<file path="src/core/sadc_pkg.sv">
/*
 * constants, register map and helpers of the 8-bit successive
 * approximation converter control.
 * assumes a 16-bit address, 8-bit data register port on CLK.
 */
package sadc_pkg;
	localparam logic [15:0] ADDR_MODE      = 16'hff98;
	localparam logic [15:0] ADDR_CHANNEL   = 16'hff99;
	localparam logic [15:0] ADDR_CMP_MODE  = 16'hff9a;
	localparam logic [15:0] ADDR_THRESHOLD = 16'hff9b;
	localparam logic [15:0] ADDR_RESULT    = 16'hff9f;
	localparam logic [7:0]  REG_RESET      = 8'h00;
	localparam logic [7:0]  MODE_WMASK     = 8'hb8;
	localparam logic [7:0]  CHANNEL_WMASK  = 8'h0f;
	localparam logic [7:0]  CMP_WMASK      = 8'hc0;
	localparam int          MODE_RUN_BIT   = 7;
	localparam int          MODE_TIME_LSB  = 3;
	localparam int          CMP_EN_BIT     = 7;
	localparam int          CMP_POL_BIT    = 6;
	localparam logic [3:0]  CHANNEL_LAST   = 4'hb;
	localparam logic [3:0]  SAMPLE_SLOTS   = 4'h4;
	localparam logic [3:0]  TOTAL_SLOTS    = 4'hc;
	localparam int          CONV_CYC_0     = 144;
	localparam int          CONV_CYC_1     = 120;
	localparam int          CONV_CYC_2     = 96;
	localparam int          CONV_CYC_4     = 72;
	localparam int          CONV_CYC_5     = 60;
	localparam int          CONV_CYC_6     = 48;

	typedef enum logic [1:0] {SADC_IDLE, SADC_SAMPLE, SADC_CONVERT}
		sadc_state_t;

	// cycles of one of the twelve slots; prohibited codes run slowest
	function automatic logic [3:0] sadc_slot_len(input logic [2:0] code);
		unique case (code)
			3'h1:    sadc_slot_len = 4'(CONV_CYC_1 / 12);
			3'h2:    sadc_slot_len = 4'(CONV_CYC_2 / 12);
			3'h4:    sadc_slot_len = 4'(CONV_CYC_4 / 12);
			3'h5:    sadc_slot_len = 4'(CONV_CYC_5 / 12);
			3'h6:    sadc_slot_len = 4'(CONV_CYC_6 / 12);
			default: sadc_slot_len = 4'(CONV_CYC_0 / 12);
		endcase
	endfunction

	function automatic logic [7:0] sadc_merge(input logic [7:0] old,
		input logic [7:0] data, input logic [7:0] mask);
		sadc_merge = (old & ~mask) | (data & mask);
	endfunction
endpackage

</file>
<file path="src/core/sadc_seq_if.sv">
/*
 * link between register side and conversion sequencer.
 * assumes both ends on one clock.
 */
`timescale 1ns/1ps
interface sadc_seq_if;
	logic       run;
	logic       restart;
	logic [3:0] slot_len;
	logic       comp;
	logic       done;
	logic [7:0] result;
	logic [7:0] tap;
	logic       sampling;
	modport seq (input run, restart, slot_len, comp,
		output done, result, tap, sampling);
	modport ctl (output run, restart, slot_len, comp,
		input done, result, tap, sampling);
endinterface

</file>
<file path="src/core/sadc_top.sv">
/*
 * register side of the converter control: mode, channel, compare
 * mode, threshold and result registers, pin synchronisers, request.
 * assumes byte or single-bit writes via WMASK on the register port,
 * and a comparator that is high when the held input >= DAC_TAP.
 */
`timescale 1ns/1ps
module sadc_top (
	// clock and reset
	input  wire logic        CLK,
	input  wire logic        RST,
	// register port
	input  wire logic [15:0] ADDR,
	input  wire logic        WR,
	input  wire logic [7:0]  WMASK,
	input  wire logic [7:0]  WDATA,
	input  wire logic        RD,
	output logic      [7:0]  RDATA,
	// analog front end
	input  wire logic        COMP_IN,
	output logic      [3:0]  CHANNEL_SEL,
	output logic             SAMPLE_HOLD,
	output logic      [7:0]  DAC_TAP,
	// digital use of channels zero to seven
	input  wire logic [7:0]  DIG_PIN,
	output logic      [7:0]  DIG_IN,
	// request
	output logic             CONVERSION_DONE_IRQ
);
	import sadc_pkg::*;

	logic [7:0] converter_mode_reg;
	logic [7:0] next_mode;
	logic [7:0] channel_select_reg;
	logic [7:0] next_channel;
	logic [7:0] compare_mode_reg;
	logic [7:0] next_cmp_mode;
	logic [7:0] compare_threshold_reg;
	logic [7:0] next_threshold;
	logic [7:0] conversion_result_reg;
	logic [7:0] next_result;
	logic       next_irq;
	logic [7:0] next_rdata;
	logic [2:0] comp_sync;
	logic       comp_level;
	logic       next_comp_level;
	logic [7:0] dig_s1;
	logic [7:0] dig_s2;
	logic [7:0] dig_s3;
	logic [7:0] next_dig;
	logic       compare_function_enable;
	logic       compare_polarity_select;
	logic       cond_met;

	sadc_seq_if sq ();

	sadc_seq u_seq (
		.clk (CLK),
		.rst (RST),
		.sq  (sq)
	);

	assign compare_function_enable = compare_mode_reg[CMP_EN_BIT];
	assign compare_polarity_select = compare_mode_reg[CMP_POL_BIT];

	// enable as it will be after this edge, so a stopping write never
	// re-enters sampling and every start has the same latency
	assign sq.run      = next_mode[MODE_RUN_BIT];
	// a mode or channel write aborts, even of equal data, so a stale trial never finishes
	assign sq.restart  = WR && (ADDR == ADDR_MODE ||
		ADDR == ADDR_CHANNEL);
	assign sq.slot_len = sadc_slot_len(
		converter_mode_reg[MODE_TIME_LSB +: 3]);
	// skips the level flop: a 4-cycle slot needs the bit by its last cycle
	assign sq.comp     = next_comp_level;

	assign CHANNEL_SEL = channel_select_reg[3:0];
	assign SAMPLE_HOLD = sq.sampling;
	assign DAC_TAP     = sq.tap;

	// register writes; reserved bits are never stored and read zero
	always_comb begin
		next_mode      = converter_mode_reg;
		next_channel   = channel_select_reg;
		next_cmp_mode  = compare_mode_reg;
		next_threshold = compare_threshold_reg;
		if (WR) begin
			unique case (ADDR)
				ADDR_MODE: next_mode = sadc_merge(converter_mode_reg,
					WDATA, WMASK & MODE_WMASK);
				ADDR_CHANNEL: next_channel = sadc_merge(channel_select_reg,
					WDATA, WMASK & CHANNEL_WMASK);
				ADDR_CMP_MODE: next_cmp_mode = sadc_merge(compare_mode_reg,
					WDATA, WMASK & CMP_WMASK);
				ADDR_THRESHOLD: next_threshold = sadc_merge(
					compare_threshold_reg, WDATA, WMASK);
				default: ;
			endcase
		end
	end

	// result and request; compare sees the new value, not the old one
	always_comb begin
		cond_met = compare_polarity_select ?
			(sq.result < compare_threshold_reg) :
			(sq.result >= compare_threshold_reg);
		next_result = sq.done ? sq.result : conversion_result_reg;
		next_irq    = sq.done &&
			(!compare_function_enable || cond_met);
	end

	always_comb begin
		next_rdata = 8'h00;
		if (RD) begin
			unique case (ADDR)
				ADDR_MODE:      next_rdata = converter_mode_reg;
				ADDR_CHANNEL:   next_rdata = channel_select_reg;
				ADDR_CMP_MODE:  next_rdata = compare_mode_reg;
				ADDR_THRESHOLD: next_rdata = compare_threshold_reg;
				ADDR_RESULT:    next_rdata = conversion_result_reg;
				default:        next_rdata = 8'h00;
			endcase
		end
	end

	// pins: a change counts once second and third stage agree
	always_comb begin
		next_comp_level = (comp_sync[1] == comp_sync[2]) ?
			comp_sync[2] : comp_level;
		for (int i = 0; i < 8; i++) begin
			next_dig[i] = (dig_s2[i] == dig_s3[i]) ? dig_s3[i] : DIG_IN[i];
		end
	end

	always_ff @(posedge CLK) begin
		if (RST) begin
			converter_mode_reg    <= REG_RESET;
			channel_select_reg    <= REG_RESET;
			compare_mode_reg      <= REG_RESET;
			compare_threshold_reg <= REG_RESET;
			conversion_result_reg <= REG_RESET;
			CONVERSION_DONE_IRQ   <= 1'b0;
			RDATA                 <= 8'h00;
		end else begin
			converter_mode_reg    <= next_mode;
			channel_select_reg    <= next_channel;
			compare_mode_reg      <= next_cmp_mode;
			compare_threshold_reg <= next_threshold;
			conversion_result_reg <= next_result;
			CONVERSION_DONE_IRQ   <= next_irq;
			RDATA                 <= next_rdata;
		end
	end

	always_ff @(posedge CLK) begin
		if (RST) begin
			comp_sync  <= 3'h0;
			comp_level <= 1'b0;
			dig_s1     <= 8'h00;
			dig_s2     <= 8'h00;
			dig_s3     <= 8'h00;
			DIG_IN     <= 8'h00;
		end else begin
			comp_sync  <= {comp_sync[1:0], COMP_IN};
			comp_level <= next_comp_level;
			dig_s1     <= DIG_PIN;
			dig_s2     <= dig_s1;
			dig_s3     <= dig_s2;
			DIG_IN     <= next_dig;
		end
	end
endmodule

</file>
<file path="src/core/sadc_seq.sv">
/*
 * conversion sequencer: sample slots, then one slot per bit.
 * assumes comp is already synchronised, high when input >= tap.
 */
`timescale 1ns/1ps
module sadc_seq (
	// clock and reset
	input wire logic clk,
	input wire logic rst,
	// control link
	sadc_seq_if.seq  sq
);
	import sadc_pkg::*;

	sadc_state_t state;
	sadc_state_t next_state;
	logic [3:0]  cyc;
	logic [3:0]  next_cyc;
	logic [3:0]  slot;
	logic [3:0]  next_slot;
	logic [7:0]  sar;
	logic [7:0]  next_sar;
	logic [7:0]  len_cnt;
	logic [2:0]  bit_idx;
	logic        slot_end;
	logic [7:0]  decided;

	assign slot_end = (cyc == sq.slot_len - 4'h1);
	assign bit_idx  = 3'(4'hb - slot);
	// trial bit kept only if input reached the tap
	always_comb begin
		decided = sar;
		decided[bit_idx] = sq.comp;
	end

	assign sq.done     = (state == SADC_CONVERT) && slot_end &&
		(slot == TOTAL_SLOTS - 4'h1) && sq.run && !sq.restart;
	assign sq.result   = decided;
	assign sq.tap      = sar;
	assign sq.sampling = (state == SADC_SAMPLE);

	always_comb begin
		next_state = state;
		next_cyc   = slot_end ? 4'h0 : cyc + 4'h1;
		next_slot  = slot_end ? slot + 4'h1 : slot;
		next_sar   = sar;
		if (sq.restart || !sq.run) begin
			next_state = sq.run ? SADC_SAMPLE : SADC_IDLE;
			next_cyc   = 4'h0;
			next_slot  = 4'h0;
			next_sar   = 8'h00;
		end else begin
			unique case (state)
				SADC_IDLE: begin
					next_state = SADC_SAMPLE;
					next_cyc   = 4'h0;
					next_slot  = 4'h0;
				end
				SADC_SAMPLE: begin
					if (slot_end && slot == SAMPLE_SLOTS - 4'h1) begin
						next_state = SADC_CONVERT;
						next_sar   = 8'h80;
					end
				end
				SADC_CONVERT: begin
					if (slot_end) begin
						next_sar = decided;
						if (bit_idx != 3'h0) begin
							next_sar[bit_idx - 3'h1] = 1'b1;
						end
					end
					if (sq.done) begin
						next_state = SADC_SAMPLE;
						next_slot  = 4'h0;
						next_sar   = 8'h00;
					end
				end
			endcase
		end
	end

	always_ff @(posedge clk) begin
		if (rst) begin
			state <= SADC_IDLE;
			cyc   <= 4'h0;
			slot  <= 4'h0;
			sar   <= 8'h00;
		end else begin
			state <= next_state;
			cyc   <= next_cyc;
			slot  <= next_slot;
			sar   <= next_sar;
		end
	end

	// helper: cycles since the current conversion began
	always_ff @(posedge clk) begin
		if (rst || state == SADC_IDLE || sq.restart || sq.done) begin
			len_cnt <= 8'h00;
		end else begin
			len_cnt <= len_cnt + 8'h01;
		end
	end
endmodule

</file>
<file path="config.mk">
export PLATFORM = sky130hd
export DESIGN_NAME = sadc_top
export DESIGN_NICKNAME = d
export VERILOG_FILES = /design/src/core/sadc_pkg.sv /design/src/core/sadc_seq_if.sv /design/src/core/sadc_top.sv /design/src/core/sadc_seq.sv
export SDC_FILE = /design/constraint.sdc
export NUM_CORES = 1
export LEC_CHECK = 0
export BUFFER_PORTS_ARGS = -buffer_cell sky130_fd_sc_hd__buf_2
export CORE_UTILIZATION = 59
export CTS_CLUSTER_DIAMETER = 150
export CTS_CLUSTER_SIZE = 20
export DETAILED_ROUTE_END_ITERATION = 12
export PLACE_DENSITY = 0.9
export SETUP_SLACK_MARGIN = 0.1
export SLEW_MARGIN = 20
export SYNTH_ARGS = -nofsm -noshare
export SYNTH_HDL_FRONTEND = slang
export SYNTH_SLANG_ARGS = --single-unit
</file>
<file path="constraint.sdc">
create_clock -name CLK -period 6.1 [get_ports CLK]
set_clock_uncertainty 0.2 [all_clocks]
set_input_delay 1.525 -clock CLK [delete_from_list [all_inputs] [get_ports CLK]]
set_output_delay 1.525 -clock CLK [all_outputs]
set_load 0.1 [all_outputs]
</file>
# Yosys cells after proc, flatten, opt, wreduce, memory -nomap -nowiden
# Cells that the tools add are included.
[op_classes]
order_cmp = 6
muxes = 24
bitwise = 18
reduce_logical = 27
add_sub_neg = 5
eq_ne = 28
[ops]
columns = ["op", "n"]
rows = [
  ["$eq 16x16->1 const B", 5],
  ["$and 8x8->8", 7],
  ["$mux 8", 6],
  ["$or 8x8->8", 5],
  ["$pmux 8 s5", 1],
  ["$not 8->8", 3],
  ["$pmux 4 s5", 1],
  ["$pmux 8 s2", 1],
  ["$reduce_and 2->1", 5],
  ["$eq 1x1->1", 9],
  ["$eq 3x3->1 const B", 3],
  ["$logic_and 1x1->1", 9],
  ["$add 4x1->4 const B", 2],
  ["$and 8x4->8", 1],
  ["$bwmux 8", 1],
  ["$ge 8x8->1", 1],
  ["$lt 3x4->1 const B", 2],
  ["$lt 8x8->1", 1],
  ["$mux 4", 2],
  ["$not 4->8", 1],
  ["$pmux 4 s2", 1],
  ["$demux 1 s3", 2],
  ["$ge 3x1->1 const B", 2],
  ["$mux 2", 3],
  ["25 further kinds", 34],
]
[totals]
out_inout_bits = 30
word_cells = 133
ff_bits = 103
inputBits = 45

# Depth between registers and ports, before layout
[logic_depth]
ltp_word = 11
depth_mapped = 11
depth_no_buf = 10

# Modules after synthesis
# Synthesis repeated with hierarchy kept, for this count alone.
[hier_totals]
cells_unflattened = 454
hier_area_um2 = 4191.5
[by_module_without_submodules]
columns = ["module", "area_per_inst_um2", "cells_per_inst", "instances"]
rows = [
  ["sadc_top", 3009.1, 315, 1],
  ["sadc_seq", 1182.4, 139, 1],
]

# Least setup slack after synthesis
# No wires, ideal clock.
[synth_timing]
kind = "input-to-reg"
start = "in ADDR[5]"
end = "reg u_seq.sar[4], in the netlist u_seq.sq.tap[4]"
stages = 8
setup_slack_ps = 2499
arrival_time_ps = 3284
t_required_ps = 5782
setup_time_ps = 118
path_cell_list = "or3b_1 > or4_1 > buf_6 > nor3_4 > nor3_1 > clkbuf_1 > o21a_1 > a22o_1"
[synth_via]
elab_chain_len = 7
elab_cells_between_ends = 16
cone_classes = "eq/ne (3); mux (4); reduce/logical (9)"
[synth_lines]
columns = ["element", "line", "rtl"]
rows = [
  ["start: declaration", "sadc_top.sv:13", "input wire logic [15:0] ADDR,"],
  ["$eq 16x16->1, on equally long branches", "sadc_top.sv:70, sadc_top.sv:88, sadc_top.sv:71", ""],
  ["$mux 8 / $logic_or 1x1->1 (equally long branches)", "sadc_top.sv:88, sadc_top.sv:70", ""],
  ["$mux 8 / $logic_and 1x1->1 (equally long branches)", "sadc_top.sv:87, sadc_top.sv:70", ""],
  ["$logic_and 1x1->1 / $logic_not 1->1 (equally long branches)", "sadc_seq.sv:37", "(slot == TOTAL_SLOTS - 4'h1) && sq.run && !sq.restart;"],
  ["$logic_and 1x1->1", "sadc_seq.sv:37", ""],
  ["$ne 3x2->1 (no source line) / $mux 8 (equally long branches)", "-", ""],
  ["$reduce_and 3->1 (no source line) / $pmux 8 s2 (equally long branches)", "-", ""],
  ["end signal: assignment", "sadc_seq.sv:92", "sar <= next_sar;"],
  ["end: declaration", "sadc_seq.sv:21", "logic [7:0] sar;"],
]
# Parallel ways exist; a longest one is shown, timed or not.
# A chain may end at the register's enable or synchronous reset.

==> metrics.txt <==
# TYPE chip_impl_metric gauge
chip_impl_metric{name="finalSetupViolCount",unit=""} 0
chip_impl_info{name="path_cells",value="buf_2 -> or3b_1 -> or4_1 -> nor4_1 -> buf_4 -> nand2_1 -> nand2_1 -> a21oi_1"} 1
chip_impl_info{name="topRoutingLayerUsed",value="met4"} 1
chip_impl_metric{name="post-dp-hpwl",unit="µm"} 6430
chip_impl_metric{name="hold_ws",unit="ps"} 242
chip_impl_metric{name="grt_start_max_net_pins",unit=""} 65
chip_impl_metric{name="finalCritPeriodShare",unit=""} 0.616
chip_impl_metric{name="nets",unit=""} 559
chip_impl_metric{name="vias_per_cell",unit=""} 5.96
chip_impl_metric{name="wl_met2",unit="µm"} 4350
chip_impl_metric{name="antenna_cells",unit=""} 0
chip_impl_info{name="end_kind",value="register"} 1
chip_impl_metric{name="post_cts_hold_buffer_count",unit=""} 0
chip_impl_metric{name="vias",unit=""} 3479
chip_impl_metric{name="area_growth_syn_to_layout",unit="%"} 15.6
chip_impl_metric{name="cts-htree-levels",unit=""} 3
chip_impl_info{name="layout_common_cells",value="89 x sky130_fd_sc_hd__dfxtp_1, 74 x sky130_fd_sc_hd__buf_2, 42 x sky130_fd_sc_hd__nand2_1"} 1
chip_impl_metric{name="worst_skew_pair.late_latency",unit="ps"} 360
chip_impl_metric{name="total_leakage_power",unit="nW"} 1.87
chip_impl_metric{name="power_frac_clock",unit=""} 0.405
chip_impl_metric{name="numClockSinks",unit=""} 89
chip_impl_metric{name="area.sequential",unit="µm²"} 1780
chip_impl_metric{name="initialDrtViolationCount",unit=""} 251
chip_impl_metric{name="synth-seq-cells",unit=""} 89
chip_impl_metric{name="grt_first_pass_wirelength",unit="µm"} 15200
chip_impl_metric{name="fp.dieArea",unit="µm²"} 7000
chip_impl_info{name="outcome",value="complete, no violations"} 1
chip_impl_metric{name="net-switching-power",unit="µW"} 248
chip_impl_metric{name="postLayoutSetupSlackWorst",unit="ps"} 2340
chip_impl_metric{name="antenna_violations_before_repair",unit=""} 0
chip_impl_info{name="clock_tree.root_cell",value="sky130_fd_sc_hd__clkbuf_8"} 1
chip_impl_metric{name="floorplan.die.height",unit="µm"} 83.7
chip_impl_metric{name="sequential_cell_area_fraction_in_the_yosys_report",unit=""} 0.452
chip_impl_metric{name="period_minus_slack",unit="ps"} 3760
chip_impl_metric{name="power.share.switching",unit=""} 0.234
chip_impl_metric{name="place_congestion",unit=""} 0.870
chip_impl_metric{name="longest_clk_path_bufs",unit=""} 2
chip_impl_metric{name="worst-endpoint-arrival",unit="ps"} 3780
chip_impl_metric{name="aggregate_global_routing_overflow",unit=""} 0
chip_impl_metric{name="final.fill_count",unit=""} 452
chip_impl_metric{name="route.antenna.remaining_nets",unit=""} 0
chip_impl_info{name="timing.critical_path.mode_cell",value="sky130_fd_sc_hd__nand2_1"} 1
chip_impl_metric{name="placement_rows",unit=""} 29
chip_impl_metric{name="synthesis.instances",unit=""} 434
chip_impl_info{name="final_common_cell",value="sky130_fd_sc_hd__dfxtp_1"} 1
chip_impl_metric{name="power_frac_seq",unit=""} 0.558
chip_impl_metric{name="synth_async_sr_flop_share",unit=""} 0
chip_impl_metric{name="wirelength_met1",unit="µm"} 3750
chip_impl_metric{name="mappedNetlistNets",unit=""} 491
chip_impl_metric{name="synth-edff-count",unit=""} 0
chip_impl_metric{name="drt-total-wl",unit="µm"} 9090
chip_impl_metric{name="cts-buffers-inserted",unit=""} 9
chip_impl_metric{name="drc",unit=""} 0
chip_impl_metric{name="wl_met3",unit="µm"} 696
chip_impl_metric{name="post_drt_wl_per_cell",unit="µm"} 15.6
chip_impl_info{name="ys.flop_type",value="sky130_fd_sc_hd__dfxtp_1"} 1
chip_impl_metric{name="postCtsResizedCells",unit=""} 0
chip_impl_metric{name="setup-tns-final",unit="ps"} 0
chip_impl_metric{name="port_buffers",unit=""} 74
chip_impl_metric{name="timing_worst_slew_pin_value",unit="ps"} 762
chip_impl_info{name="critical_path_class",value="input pin to register"} 1
chip_impl_metric{name="io_pins",unit=""} 75
chip_impl_metric{name="achievable_freq",unit="GHz"} 0.266
chip_impl_metric{name="vdd_ir_drop_max",unit="µV"} 255
chip_impl_metric{name="critical_path.max_fanout",unit=""} 10
chip_impl_metric{name="synth_cell_type_count",unit=""} 55
chip_impl_metric{name="preCtsSetupSlack",unit="ps"} 1910
chip_impl_metric{name="grt_pass1_vias",unit=""} 3292
chip_impl_metric{name="grt.total_usage",unit=""} 0.271
chip_impl_metric{name="post_route_cells_drive_above_1_share",unit=""} 0.223
chip_impl_info{name="tritoncts",value="built"} 1
chip_impl_metric{name="chip_width",unit="µm"} 83.7
chip_impl_metric{name="cp_data_required_time",unit="ps"} 6130
chip_impl_metric{name="yosysWarnings",unit=""} 0
chip_impl_metric{name="start_util",unit=""} 0.617
chip_impl_metric{name="avgSynthCellArea",unit="µm²"} 9.07
chip_impl_metric{name="post_synth_instance_area",unit="µm²"} 3940
chip_impl_metric{name="critPathMaxStageDelay",unit="ps"} 680
chip_impl_metric{name="report.final.slew_viol_count",unit=""} 0
chip_impl_metric{name="timing.max_cap.violations",unit=""} 0
chip_impl_metric{name="slew_headroom",unit=""} 0.488
chip_impl_metric{name="multiInputGateArea",unit="µm²"} 2010
chip_impl_metric{name="clk_pin_slew",unit="ps"} 90
chip_impl_info{name="worstSetupStartpointType",value="input pin"} 1
chip_impl_metric{name="comb_power_share",unit=""} 0.037
chip_impl_metric{name="post-place-cells",unit=""} 568
chip_impl_metric{name="pwr_density_cell",unit="nW/µm²"} 233
chip_impl_metric{name="drt_pre_antenna_iters",unit=""} 9
chip_impl_metric{name="hold_violations",unit=""} 0
chip_impl_metric{name="final_cell_count_no_fill",unit=""} 584
chip_impl_metric{name="design.core.area",unit="µm²"} 6390
chip_impl_metric{name="cts_setup_buffers",unit=""} 0
chip_impl_metric{name="pint",unit="µW"} 811
chip_impl_info{name="worst_hold_path_type",value="register to register"} 1
chip_impl_metric{name="design_power_total",unit="mW"} 1.06
chip_impl_info{name="grt_setup_unrepaired",value="no"} 1
chip_impl_info{name="cp_slowest_cell",value="sky130_fd_sc_hd__nor4_1"} 1
-- stage by stage --
| stage | area, µm² | utilization |
|---|---|---|
| floorplan | 3940 | - |
| global route | 4550 | 0.713 |
| CTS | 4550 | 0.712 |
| finish | 4550 | 0.713 |
| detailed placement | 4330 | 0.679 |
| global placement | 4330 | 0.679 |
-- final timing paths --
path                                         to  slack [ps]  depth (start not counted)          from
worst max register to register  u_seq.sq.tap[0]        2950                          9      register
worst max-delay path                   register        2340                          8       ADDR[5]
worst min register to register     comp_sync[1]         240                          1  comp_sync[0]
worst min-delay path               comp_sync[1]         240                          1  comp_sync[0]
-- synthesized netlist by cell type (2+ instances only) --
library cell | count | area [µm²]
sky130_fd_sc_hd__o21bai_1 | 2 | 15.0
sky130_fd_sc_hd__a22o_1 | 2 | 17.5
sky130_fd_sc_hd__nand2_1 | 42 | 158
sky130_fd_sc_hd__a32o_1 | 5 | 50.1
sky130_fd_sc_hd__o21a_1 | 3 | 22.5
sky130_fd_sc_hd__mux2i_1 | 17 | 170
sky130_fd_sc_hd__buf_2 | 2 | 10.0
sky130_fd_sc_hd__a21oi_1 | 28 | 140
sky130_fd_sc_hd__dfxtp_1 | 89 | 1780
sky130_fd_sc_hd__and2_1 | 2 | 12.5
sky130_fd_sc_hd__nand3_1 | 20 | 100
sky130_fd_sc_hd__nor2b_1 | 33 | 206
sky130_fd_sc_hd__a222oi_1 | 7 | 70.1
sky130_fd_sc_hd__clkbuf_1 | 14 | 52.6
sky130_fd_sc_hd__or3_1 | 2 | 12.5
sky130_fd_sc_hd__buf_1 | 2 | 7.51
sky130_fd_sc_hd__nor3_1 | 10 | 50.1
sky130_fd_sc_hd__nor4_1 | 2 | 12.5
sky130_fd_sc_hd__buf_6 | 2 | 22.5
sky130_fd_sc_hd__nand3b_1 | 3 | 22.5
sky130_fd_sc_hd__nor3_4 | 2 | 32.5
sky130_fd_sc_hd__o211ai_1 | 2 | 15.0
sky130_fd_sc_hd__xnor2_1 | 2 | 17.5
sky130_fd_sc_hd__nor2_1 | 39 | 146
sky130_fd_sc_hd__nand4_1 | 6 | 37.5
sky130_fd_sc_hd__or3b_1 | 2 | 17.5
sky130_fd_sc_hd__nor3_2 | 2 | 20.0
sky130_fd_sc_hd__nand2b_1 | 9 | 56.3
sky130_fd_sc_hd__a31o_2 | 2 | 17.5
sky130_fd_sc_hd__mux2_2 | 7 | 78.8
sky130_fd_sc_hd__a211oi_1 | 3 | 22.5
sky130_fd_sc_hd__o21ai_0 | 17 | 85.1
sky130_fd_sc_hd__xor2_1 | 3 | 26.3
sky130_fd_sc_hd__a21o_1 | 4 | 30.0
sky130_fd_sc_hd__inv_1 | 16 | 60.1
sky130_fd_sc_hd__ha_1 | 12 | 150
-- area by class of cell --
class,count,area share
Multi-Input combinational cell,309,0.441
Sequential cell,89,0.392
Timing Repair Buffer,77,0.0863
Clock buffer,10,0.0302
Tap cell,77,0.0212
Clock inverter,6,0.0162
Inverter,16,0.0132
-- critical path, delay by kind of cell --
family	cells	cell delay (ps)
AND/OR/NAND/NOR	5	1820
buffers and inverters	2	370
AO/OA/AOI/OAI	1	60
-- power groups by stage --
| stage | clock network [mW] | logic (mW) | registers, mW |
|---|---|---|---|
| floorplan | 0 | 0.0170 | 0.605 |
| global placement | 0 | 0.0374 | 0.603 |
| detailed placement | 0 | 0.0385 | 0.604 |
| CTS | 0.432 | 0.0386 | 0.591 |
| global route | 0.457 | 0.0427 | 0.591 |
| finish | 0.429 | 0.0390 | 0.590 |
-- logic make-up (layout without fill, tap and decap cells) --
group,Yosys count,in the layout,share of synthesized area
AND/OR/NAND/NOR,184,184,0.253
flip-flops,89,89,0.452
AO/OA/AOI/OAI,83,83,0.141
buffers and inverters,36,109,0.0388
multiplexers,24,24,0.0632
adder cells (fa/ha/maj),13,13,0.0407
XOR/XNOR,5,5,0.0111
-- per-layer routing --
layer | track usage | vias to the layer above
met5 | 0 | -
met4 | 0.136 | 0
met3 | 0.0495 | 38
met2 | 0.456 | 184
met1 | 0.332 | 1589
li1 | - | 1668
Note: power is estimated with default switching activity, not from simulation.
